File: config.mk
export PLATFORM = sky130hd
export DESIGN_NAME = bus_reset_and_table_cycles
export DESIGN_NICKNAME = d
export VERILOG_FILES = /design/src/core/bus_seq_pkg.sv /design/src/core/bus_reset_and_table_cycles.sv
export SDC_FILE = /design/constraint.sdc
export NUM_CORES = 1
export LEC_CHECK = 0
export BUFFER_PORTS_ARGS = -buffer_cell sky130_fd_sc_hd__buf_4
export CAP_MARGIN = 20
export CORE_UTILIZATION = 35
export CTS_CLUSTER_SIZE = 24
export DETAILED_ROUTE_END_ITERATION = 7
export GPL_TIMING_DRIVEN = 1
export MAX_ROUTING_LAYER = met4
export PLACE_DENSITY = 0.61
export SYNTH_ARGS = -nofsm -noshare
export SYNTH_HDL_FRONTEND = slang
export SYNTH_SLANG_ARGS = --single-unit
export TNS_END_PERCENT = 20
File: constraint.sdc
create_clock -name clk -period 6 [get_ports clk]
set_input_delay 0.3 -clock clk [delete_from_list [all_inputs] [get_ports clk]]
set_output_delay 0.3 -clock clk [all_outputs]
set_load 0.005 [all_outputs]
File: src/core/bus_seq_pkg.sv
/*
 Constants for the external bus sequencer: widths, phase counts, reset figures.
 Assumes a single 125 MHz system clock that stands in for the master clock.
*/
package bus_seq_pkg;
   localparam int unsigned ADDR_W          = 12;
   localparam int unsigned DATA_W          = 16;
   localparam int unsigned PHASES_PER_MC   = 4;
   localparam logic [1:0]  PHASE_LAST      = 2'h3;
   localparam logic [1:0]  PHASE_STROBE_ON = 2'h1;
   localparam logic [1:0]  PHASE_WE_ON     = 2'h2;
   localparam int unsigned RESET_MIN_MC    = 5;
   localparam logic [2:0]  RESET_CNT_MAX   = 3'h5;
   localparam logic [11:0] PC_RESET        = 12'h000;

   typedef enum logic [2:0]
   {
      SLOT_FETCH  = 3'b000,
      SLOT_DUMMY  = 3'b001,
      SLOT_DATA   = 3'b011,
      SLOT_RESET  = 3'b010,
      SLOT_IO     = 3'b110
   } slot_t;
endpackage : bus_seq_pkg

File: src/core/bus_reset_and_table_cycles.sv
/*
 External bus master: reset handling, strobe generation, table-read and
 table-write slot sequences, machine cycle clock from the system clock.
 Assumes the core supplies operation requests as levels sampled at slot end.
*/
`timescale 1ns/1ps

////////////////////////////////////////////////////////////////////////////////
// Behaviour
// - While reset is held all three strobes stay high and the data bus is released.
// - After reset falls the program counter and address outputs clear after one full machine cycle.
// - After reset rises execution resumes once one full machine cycle has completed.
// - Reset may change at any time and is synchronised to the machine cycle.
// - At most one of the three strobes is low at any time.
// - Reset during a write cycle may leave an invalid write address on the bus.
// - Table read runs prefetch, dummy prefetch, data fetch, next prefetch.
// - Table write runs prefetch, dummy prefetch, write slot, next prefetch.
// - Table write drives valid data before the next instruction fetch.
// - The machine cycle clock is four system clock periods long.
module bus_reset_and_table_cycles
(
   input  wire logic                         clk,
   input  wire logic                         arst_n,
   input  wire logic                         reset_in_n,
   input  wire logic                         table_read_op,
   input  wire logic                         table_write_op,
   input  wire logic                         port_op,
   input  wire logic                         port_write,
   input  wire logic [2:0]                   port_addr,
   input  wire logic [bus_seq_pkg::ADDR_W-1:0] table_addr,
   input  wire logic [bus_seq_pkg::DATA_W-1:0] write_data,
   input  wire logic [bus_seq_pkg::DATA_W-1:0] data_bus_in,
   output logic [bus_seq_pkg::DATA_W-1:0]    data_bus_out,
   output logic                              data_bus_oe,
   output logic [bus_seq_pkg::ADDR_W-1:0]    address_outputs,
   output logic                              machine_cycle_clock,
   output logic                              program_mem_strobe_n,
   output logic                              peripheral_strobe_n,
   output logic                              write_strobe_n,
   output logic [bus_seq_pkg::DATA_W-1:0]    fetched_word,
   output logic                              fetched_valid,
   output logic [bus_seq_pkg::DATA_W-1:0]    table_data,
   output logic                              table_data_valid,
   output logic                              running
);

   ////////////////////////////////////////////////////////////////////////////
   logic                              rst_s1_r;
   logic                              rst_s2_r;
   logic [1:0]                        phase_r;
   logic                              slot_end;
   logic                              rs_s1_r;
   logic                              rs_s2_r;
   logic                              in_reset_r;
   logic                              resume_r;
   bus_seq_pkg::slot_t                slot_r;
   bus_seq_pkg::slot_t                slot_nxt;
   logic                              tbl_write_r;
   logic                              io_write_r;
   logic [bus_seq_pkg::ADDR_W-1:0]    pc_r;
   logic                              acc_write;
   logic                              acc_io;

   // Internal reset release through two flops
   always_ff @(posedge clk or negedge arst_n)
   begin
      if (!arst_n)
      begin
         rst_s1_r <= 1'b0;
         rst_s2_r <= 1'b0;
      end
      else
      begin
         rst_s1_r <= 1'b1;
         rst_s2_r <= rst_s1_r;
      end
   end

   ////////////////////////////////////////////////////////////////////////////
   // Machine cycle divider; clock high in phases 2..3 so it falls at slot end
   always_ff @(posedge clk or negedge rst_s2_r)
   begin
      if (!rst_s2_r)
         phase_r <= 2'h0;
      else
         phase_r <= phase_r + 2'h1;
   end

   assign slot_end = (phase_r == bus_seq_pkg::PHASE_LAST);
   always_ff @(posedge clk or negedge rst_s2_r)
   begin
      if (!rst_s2_r)
         machine_cycle_clock <= 1'b0;
      else
         machine_cycle_clock <= ^phase_r;
   end

   ////////////////////////////////////////////////////////////////////////////
   // Reset pin: two flops; run state changes at machine cycle boundaries, strobes and bus drive drop at once
   always_ff @(posedge clk or negedge rst_s2_r)
   begin
      if (!rst_s2_r)
      begin
         rs_s1_r <= 1'b0;
         rs_s2_r <= 1'b0;
      end
      else
      begin
         rs_s1_r <= reset_in_n;
         rs_s2_r <= rs_s1_r;
      end
   end
   // Latency varies up to one machine cycle with where the edge lands
   always_ff @(posedge clk or negedge rst_s2_r)
   begin
      if (!rst_s2_r)
      begin
         in_reset_r <= 1'b1;
         resume_r   <= 1'b0;
      end
      else if (slot_end)
      begin
         if (!rs_s2_r)
         begin
            in_reset_r <= 1'b1;
            resume_r   <= 1'b0;
         end
         else if (in_reset_r && !resume_r)
            resume_r <= 1'b1;
         else if (resume_r)
         begin
            in_reset_r <= 1'b0;
            resume_r   <= 1'b0;
         end
      end
   end
   assign running = !in_reset_r;

   ////////////////////////////////////////////////////////////////////////////
   // Slot sequencer
   always_comb
   begin
      slot_nxt = bus_seq_pkg::SLOT_FETCH;
      case (slot_r)
         bus_seq_pkg::SLOT_FETCH:
            if (table_read_op || table_write_op)
               slot_nxt = bus_seq_pkg::SLOT_DUMMY;
            else if (port_op)
               slot_nxt = bus_seq_pkg::SLOT_IO;
         bus_seq_pkg::SLOT_DUMMY:
            slot_nxt = bus_seq_pkg::SLOT_DATA;
         bus_seq_pkg::SLOT_DATA:
            slot_nxt = bus_seq_pkg::SLOT_FETCH;
         bus_seq_pkg::SLOT_IO:
            slot_nxt = bus_seq_pkg::SLOT_FETCH;
         bus_seq_pkg::SLOT_RESET:
            slot_nxt = bus_seq_pkg::SLOT_FETCH;
         default:
            slot_nxt = bus_seq_pkg::SLOT_RESET;
      endcase
   end

   always_ff @(posedge clk or negedge rst_s2_r)
   begin
      if (!rst_s2_r)
      begin
         slot_r      <= bus_seq_pkg::SLOT_RESET;
         tbl_write_r <= 1'b0;
         io_write_r  <= 1'b0;
      end
      else if (slot_end)
      begin
         if (in_reset_r)
            slot_r <= bus_seq_pkg::SLOT_RESET;
         else
            slot_r <= slot_nxt;
         if (slot_r == bus_seq_pkg::SLOT_FETCH)
         begin
            tbl_write_r <= table_write_op && !table_read_op;
            io_write_r  <= port_write;
         end
      end
   end

   ////////////////////////////////////////////////////////////////////////////
   // Program counter and address outputs
   always_ff @(posedge clk or negedge rst_s2_r)
   begin
      if (!rst_s2_r)
      begin
         pc_r            <= bus_seq_pkg::PC_RESET;
         address_outputs <= bus_seq_pkg::PC_RESET;
      end
      else if (slot_end)
      begin
         if (in_reset_r)
         begin
            pc_r            <= bus_seq_pkg::PC_RESET;
            address_outputs <= bus_seq_pkg::PC_RESET;
         end
         else
            case (slot_nxt)
               bus_seq_pkg::SLOT_FETCH:
               begin
                  address_outputs <= pc_r;
                  pc_r            <= pc_r + 12'h001;
               end
               bus_seq_pkg::SLOT_DUMMY:
                  address_outputs <= pc_r;
               bus_seq_pkg::SLOT_DATA:
                  address_outputs <= table_addr;
               bus_seq_pkg::SLOT_IO:
                  address_outputs <= {9'h1FF, port_addr};
               default:
                  address_outputs <= pc_r;
            endcase
      end
   end

   ////////////////////////////////////////////////////////////////////////////
   // Strobes; all high in the first phase of each slot, so a read strobe stays low up to the sample
   assign acc_write = (slot_r == bus_seq_pkg::SLOT_DATA && tbl_write_r) ||
                      (slot_r == bus_seq_pkg::SLOT_IO && io_write_r);
   assign acc_io    = (slot_r == bus_seq_pkg::SLOT_IO);

   always_ff @(posedge clk or negedge rst_s2_r)
   begin
      if (!rst_s2_r)
      begin
         program_mem_strobe_n <= 1'b1;
         peripheral_strobe_n  <= 1'b1;
         write_strobe_n       <= 1'b1;
      end
      else if (in_reset_r || !rs_s2_r || slot_r == bus_seq_pkg::SLOT_RESET || slot_end)
      begin
         program_mem_strobe_n <= 1'b1;
         peripheral_strobe_n  <= 1'b1;
         write_strobe_n       <= 1'b1;
      end
      else
      begin
         program_mem_strobe_n <= !(!acc_write && !acc_io);
         peripheral_strobe_n  <= !(!acc_write && acc_io);
         write_strobe_n       <= !(acc_write && phase_r == 2'h1);
      end
   end

   ////////////////////////////////////////////////////////////////////////////
   // Data bus drive and capture; sample at machine clock fall
   always_ff @(posedge clk or negedge rst_s2_r)
   begin
      if (!rst_s2_r)
      begin
         data_bus_out <= '0;
         data_bus_oe  <= 1'b0;
      end
      else if (in_reset_r || !rs_s2_r)
         data_bus_oe <= 1'b0;
      else
      begin
         data_bus_out <= write_data;
         data_bus_oe  <= acc_write && (phase_r != bus_seq_pkg::PHASE_LAST);
      end
   end

   always_ff @(posedge clk or negedge rst_s2_r)
   begin
      if (!rst_s2_r)
      begin
         fetched_word     <= '0;
         fetched_valid    <= 1'b0;
         table_data       <= '0;
         table_data_valid <= 1'b0;
      end
      else
      begin
         fetched_valid    <= 1'b0;
         table_data_valid <= 1'b0;
         if (slot_end && !in_reset_r)
         begin
            if (slot_r == bus_seq_pkg::SLOT_FETCH)
            begin
               fetched_word  <= data_bus_in;
               fetched_valid <= 1'b1;
            end
            if ((slot_r == bus_seq_pkg::SLOT_DATA && !tbl_write_r) ||
                (acc_io && !io_write_r))
            begin
               table_data       <= data_bus_in;
               table_data_valid <= 1'b1;
            end
         end
      end
   end

endmodule : bus_reset_and_table_cycles

==> qor.csv <==
metric;value;unit
DIE AREA;11600;um2
Residual DRC;0;
WL final;8.76;mm
die width;108;um
WP data required;6.25;ns
worst vdd ir;0.154;mV
share of cells above drive strength 1;0.463;
setup TNS;0;ns
area leader, netlist;dfrtp_1;
Post-CTS Resized;0;
worst reg-to-reg path cell count;5;
vias in the first global route;2877;
Worst Hold Path Cells;1;
Min Hold Slack;0.0414;ns
clock buffer count from CTS;9;
CP Max Fanout;19;
antenna-violating nets left;0;
Synth cell types;48;
placed cell count;551;
Hold Path Class;input pin to flop;
worst slew pin tran;0.839;ns
#FFs+latches synth;91;
Skew-Pair Late Insertion Delay;0.37;ns
Reg2Reg Setup Slack;2.97;ns
RSZ-0062 raised after global routing;false;
Die Height;108;um
1st-iter DRT viols;133;
wire length per cell;15.4;um
Layout Nets;482;
Final Non-Filler Cells;570;
I/O pin count;122;
post-synth top area share;0.551;
crit start category;flop;
Mapped Nets;360;
Lkg Pwr;2.45;nW
CTS tree;yes;
gr ovfl total;0;
Clock Sinks;91;
Crit. End Element;flop;
gate count of the mapped netlist;303;
pwr dens;295;nW/um2
via count;2820;
IO Port Bufs;121;
H-tree Lvls;3;
Min Clock Period, post-route;3.03;ns
clk slew on worst S/H paths;0.09;ns
1st-pass router iterations;5;
pre-CTS setup slack;2.74;ns
starting density of the core;0.360;
n_diodes;0;
P&R area growth vs syn;34.3;%
final-report hold violation count;0;
FILL cells;989;
ys flop type;dfrtp_1;
final setup margin;2.97;ns
GRT Util Overall;0.164;
most common cell in the synthesized netlist;dfrtp_1;
f_max;330;MHz
Mapped Avg Cell Area;12.9;um2
# setup viols final;0;
core area;10800;um2
clock skew;0.0127;ns
post-detail-place hpwl;6.21;mm
GPL Wtd Cong;0.799;
outcome;finished clean;
Final Cycle Share;0.505;
vias per cell;4.95;
Final Max Tran Viols;0;
number of flops mapped to enable cells by yosys;0;
commonest cells in the synthesized netlist;dfrtp_1 (86), mux2_2 (31), inv_1 (21);
Synth warnings;0;
Crit Path Category;flop to flop;
synth top area cells;dfrtp_1 (55%), mux2_2 (8.9%), mux2_4 (6.9%);
Seq/Total Area, Yosys;0.585;
largest net degree at the start of global routing;90;
clock buffer depth;2;
Max-slew headroom;0.437;
WP data arrival;3.28;ns
number of core rows;38;
asr flop ratio synth;1.00;
Syn Std Cell Area;3900;um2
clk root buf;clkbuf_8;
total power;1.55;mW
first-pass GRT wire length;14.2;mm
MaxCap Viol Count;0;
initial antenna violation count;0;
-- routing by layer --
metal,track usage,share of wire
met5,-,0
met4,0.0587,0.011
met3,0.0363,0.054
met2,0.267,0.50
met1,0.202,0.43
-- layout by cell type (no fill, tap or decap), types with 2 or more instances in the layout --
cell	n
a21oi_1	8
o21ai_0	16
or4_1	7
o2bb2ai_1	3
dfstp_2	5
o221ai_1	9
o311ai_0	2
a222oi_1	3
and2_1	3
inv_1	21
nor3b_1	4
nand2_1	19
nor3_1	2
inv_6	2
mux2i_1	2
mux2_4	18
mux2_2	31
ha_1	3
bufinv_16	4
nand3_1	3
o31ai_1	7
buf_4	122
and3_1	3
nor2_1	7
nand2b_1	4
dfrtp_1	85
clkbuf_8	9
nor2b_1	2
o22a_1	2
-- worst max-delay path, cell delays in order, from the launching register on --
cell and delay, ns:
dfrtp_1 0.39, ha_1 0.54, inv_1 0.35, nor2_1 0.66, nand2_2 0.54, mux2_4 0.44
-- stage by stage --
step | util | area, um2
after floorplan | - | 3900
after global placement | 0.454 | 4920
after detailed placement | 0.454 | 4920
after CTS | 0.480 | 5200
after global routing | 0.484 | 5240
final | 0.484 | 5240
-- repair_timing --
item                                   4_1_cts  5_1_grt
hold buffers                                 1        0
endpoints found under the hold margin        2        0
buffers inserted                             0        0
-- worst paths after layout --
check | from | to
max in group asynchronous | rst_s2_r | in_reset_r
worst min register to register | rst_s2_r | data_bus_out[10]
worst min-delay path | reset_in_n | rs_s1_r
worst max register to register | phase_r[0] | fetched_word[7]
min in group asynchronous | arst_n | rst_s1_r
worst max-delay path | phase_r[0] | fetched_word[7]
-- area by class of cell --
cell class,instances,area [um2],area share
Timing Repair Buffer,125,968,0.185
Inverter,21,78.8,0.0150
Tap cell,140,175,0.0334
Clock buffer,9,124,0.0236
Sequential cell,91,2290,0.436
Clock inverter,7,146,0.0279
Multi-Input combinational cell,177,1460,0.279
-- sequential cells by signal, indices dropped and copies added (netlist names), 3 cells and up --
| register | flops |
|---|---|
| address_outputs | 12 |
| slot_r | 3 |
| data_bus_out | 16 |
| fetched_word | 16 |
| table_data | 16 |
| pc_r | 12 |
-- kinds of logic (layout without fill, tap and decap cells) --
kind of cell	after synthesis	after routing	synth area share
AOI/OAI and AO/OA	59	59	0.108
adders and majority gates	3	3	0.00962
buffers and inverters	35	162	0.0404
DFF	91	91	0.585
muxes	51	51	0.164
other	1	1	0.000961
and+or+nand+nor	63	63	0.0926
-- report_power, final --
| part | internal [mW] | switching, mW |
|---|---|---|
| logic | 0.173 | 0.0800 |
| registers | 0.689 | 0.0551 |
| clock network | 0.322 | 0.226 |
Power figures use the tool's default switching activity.
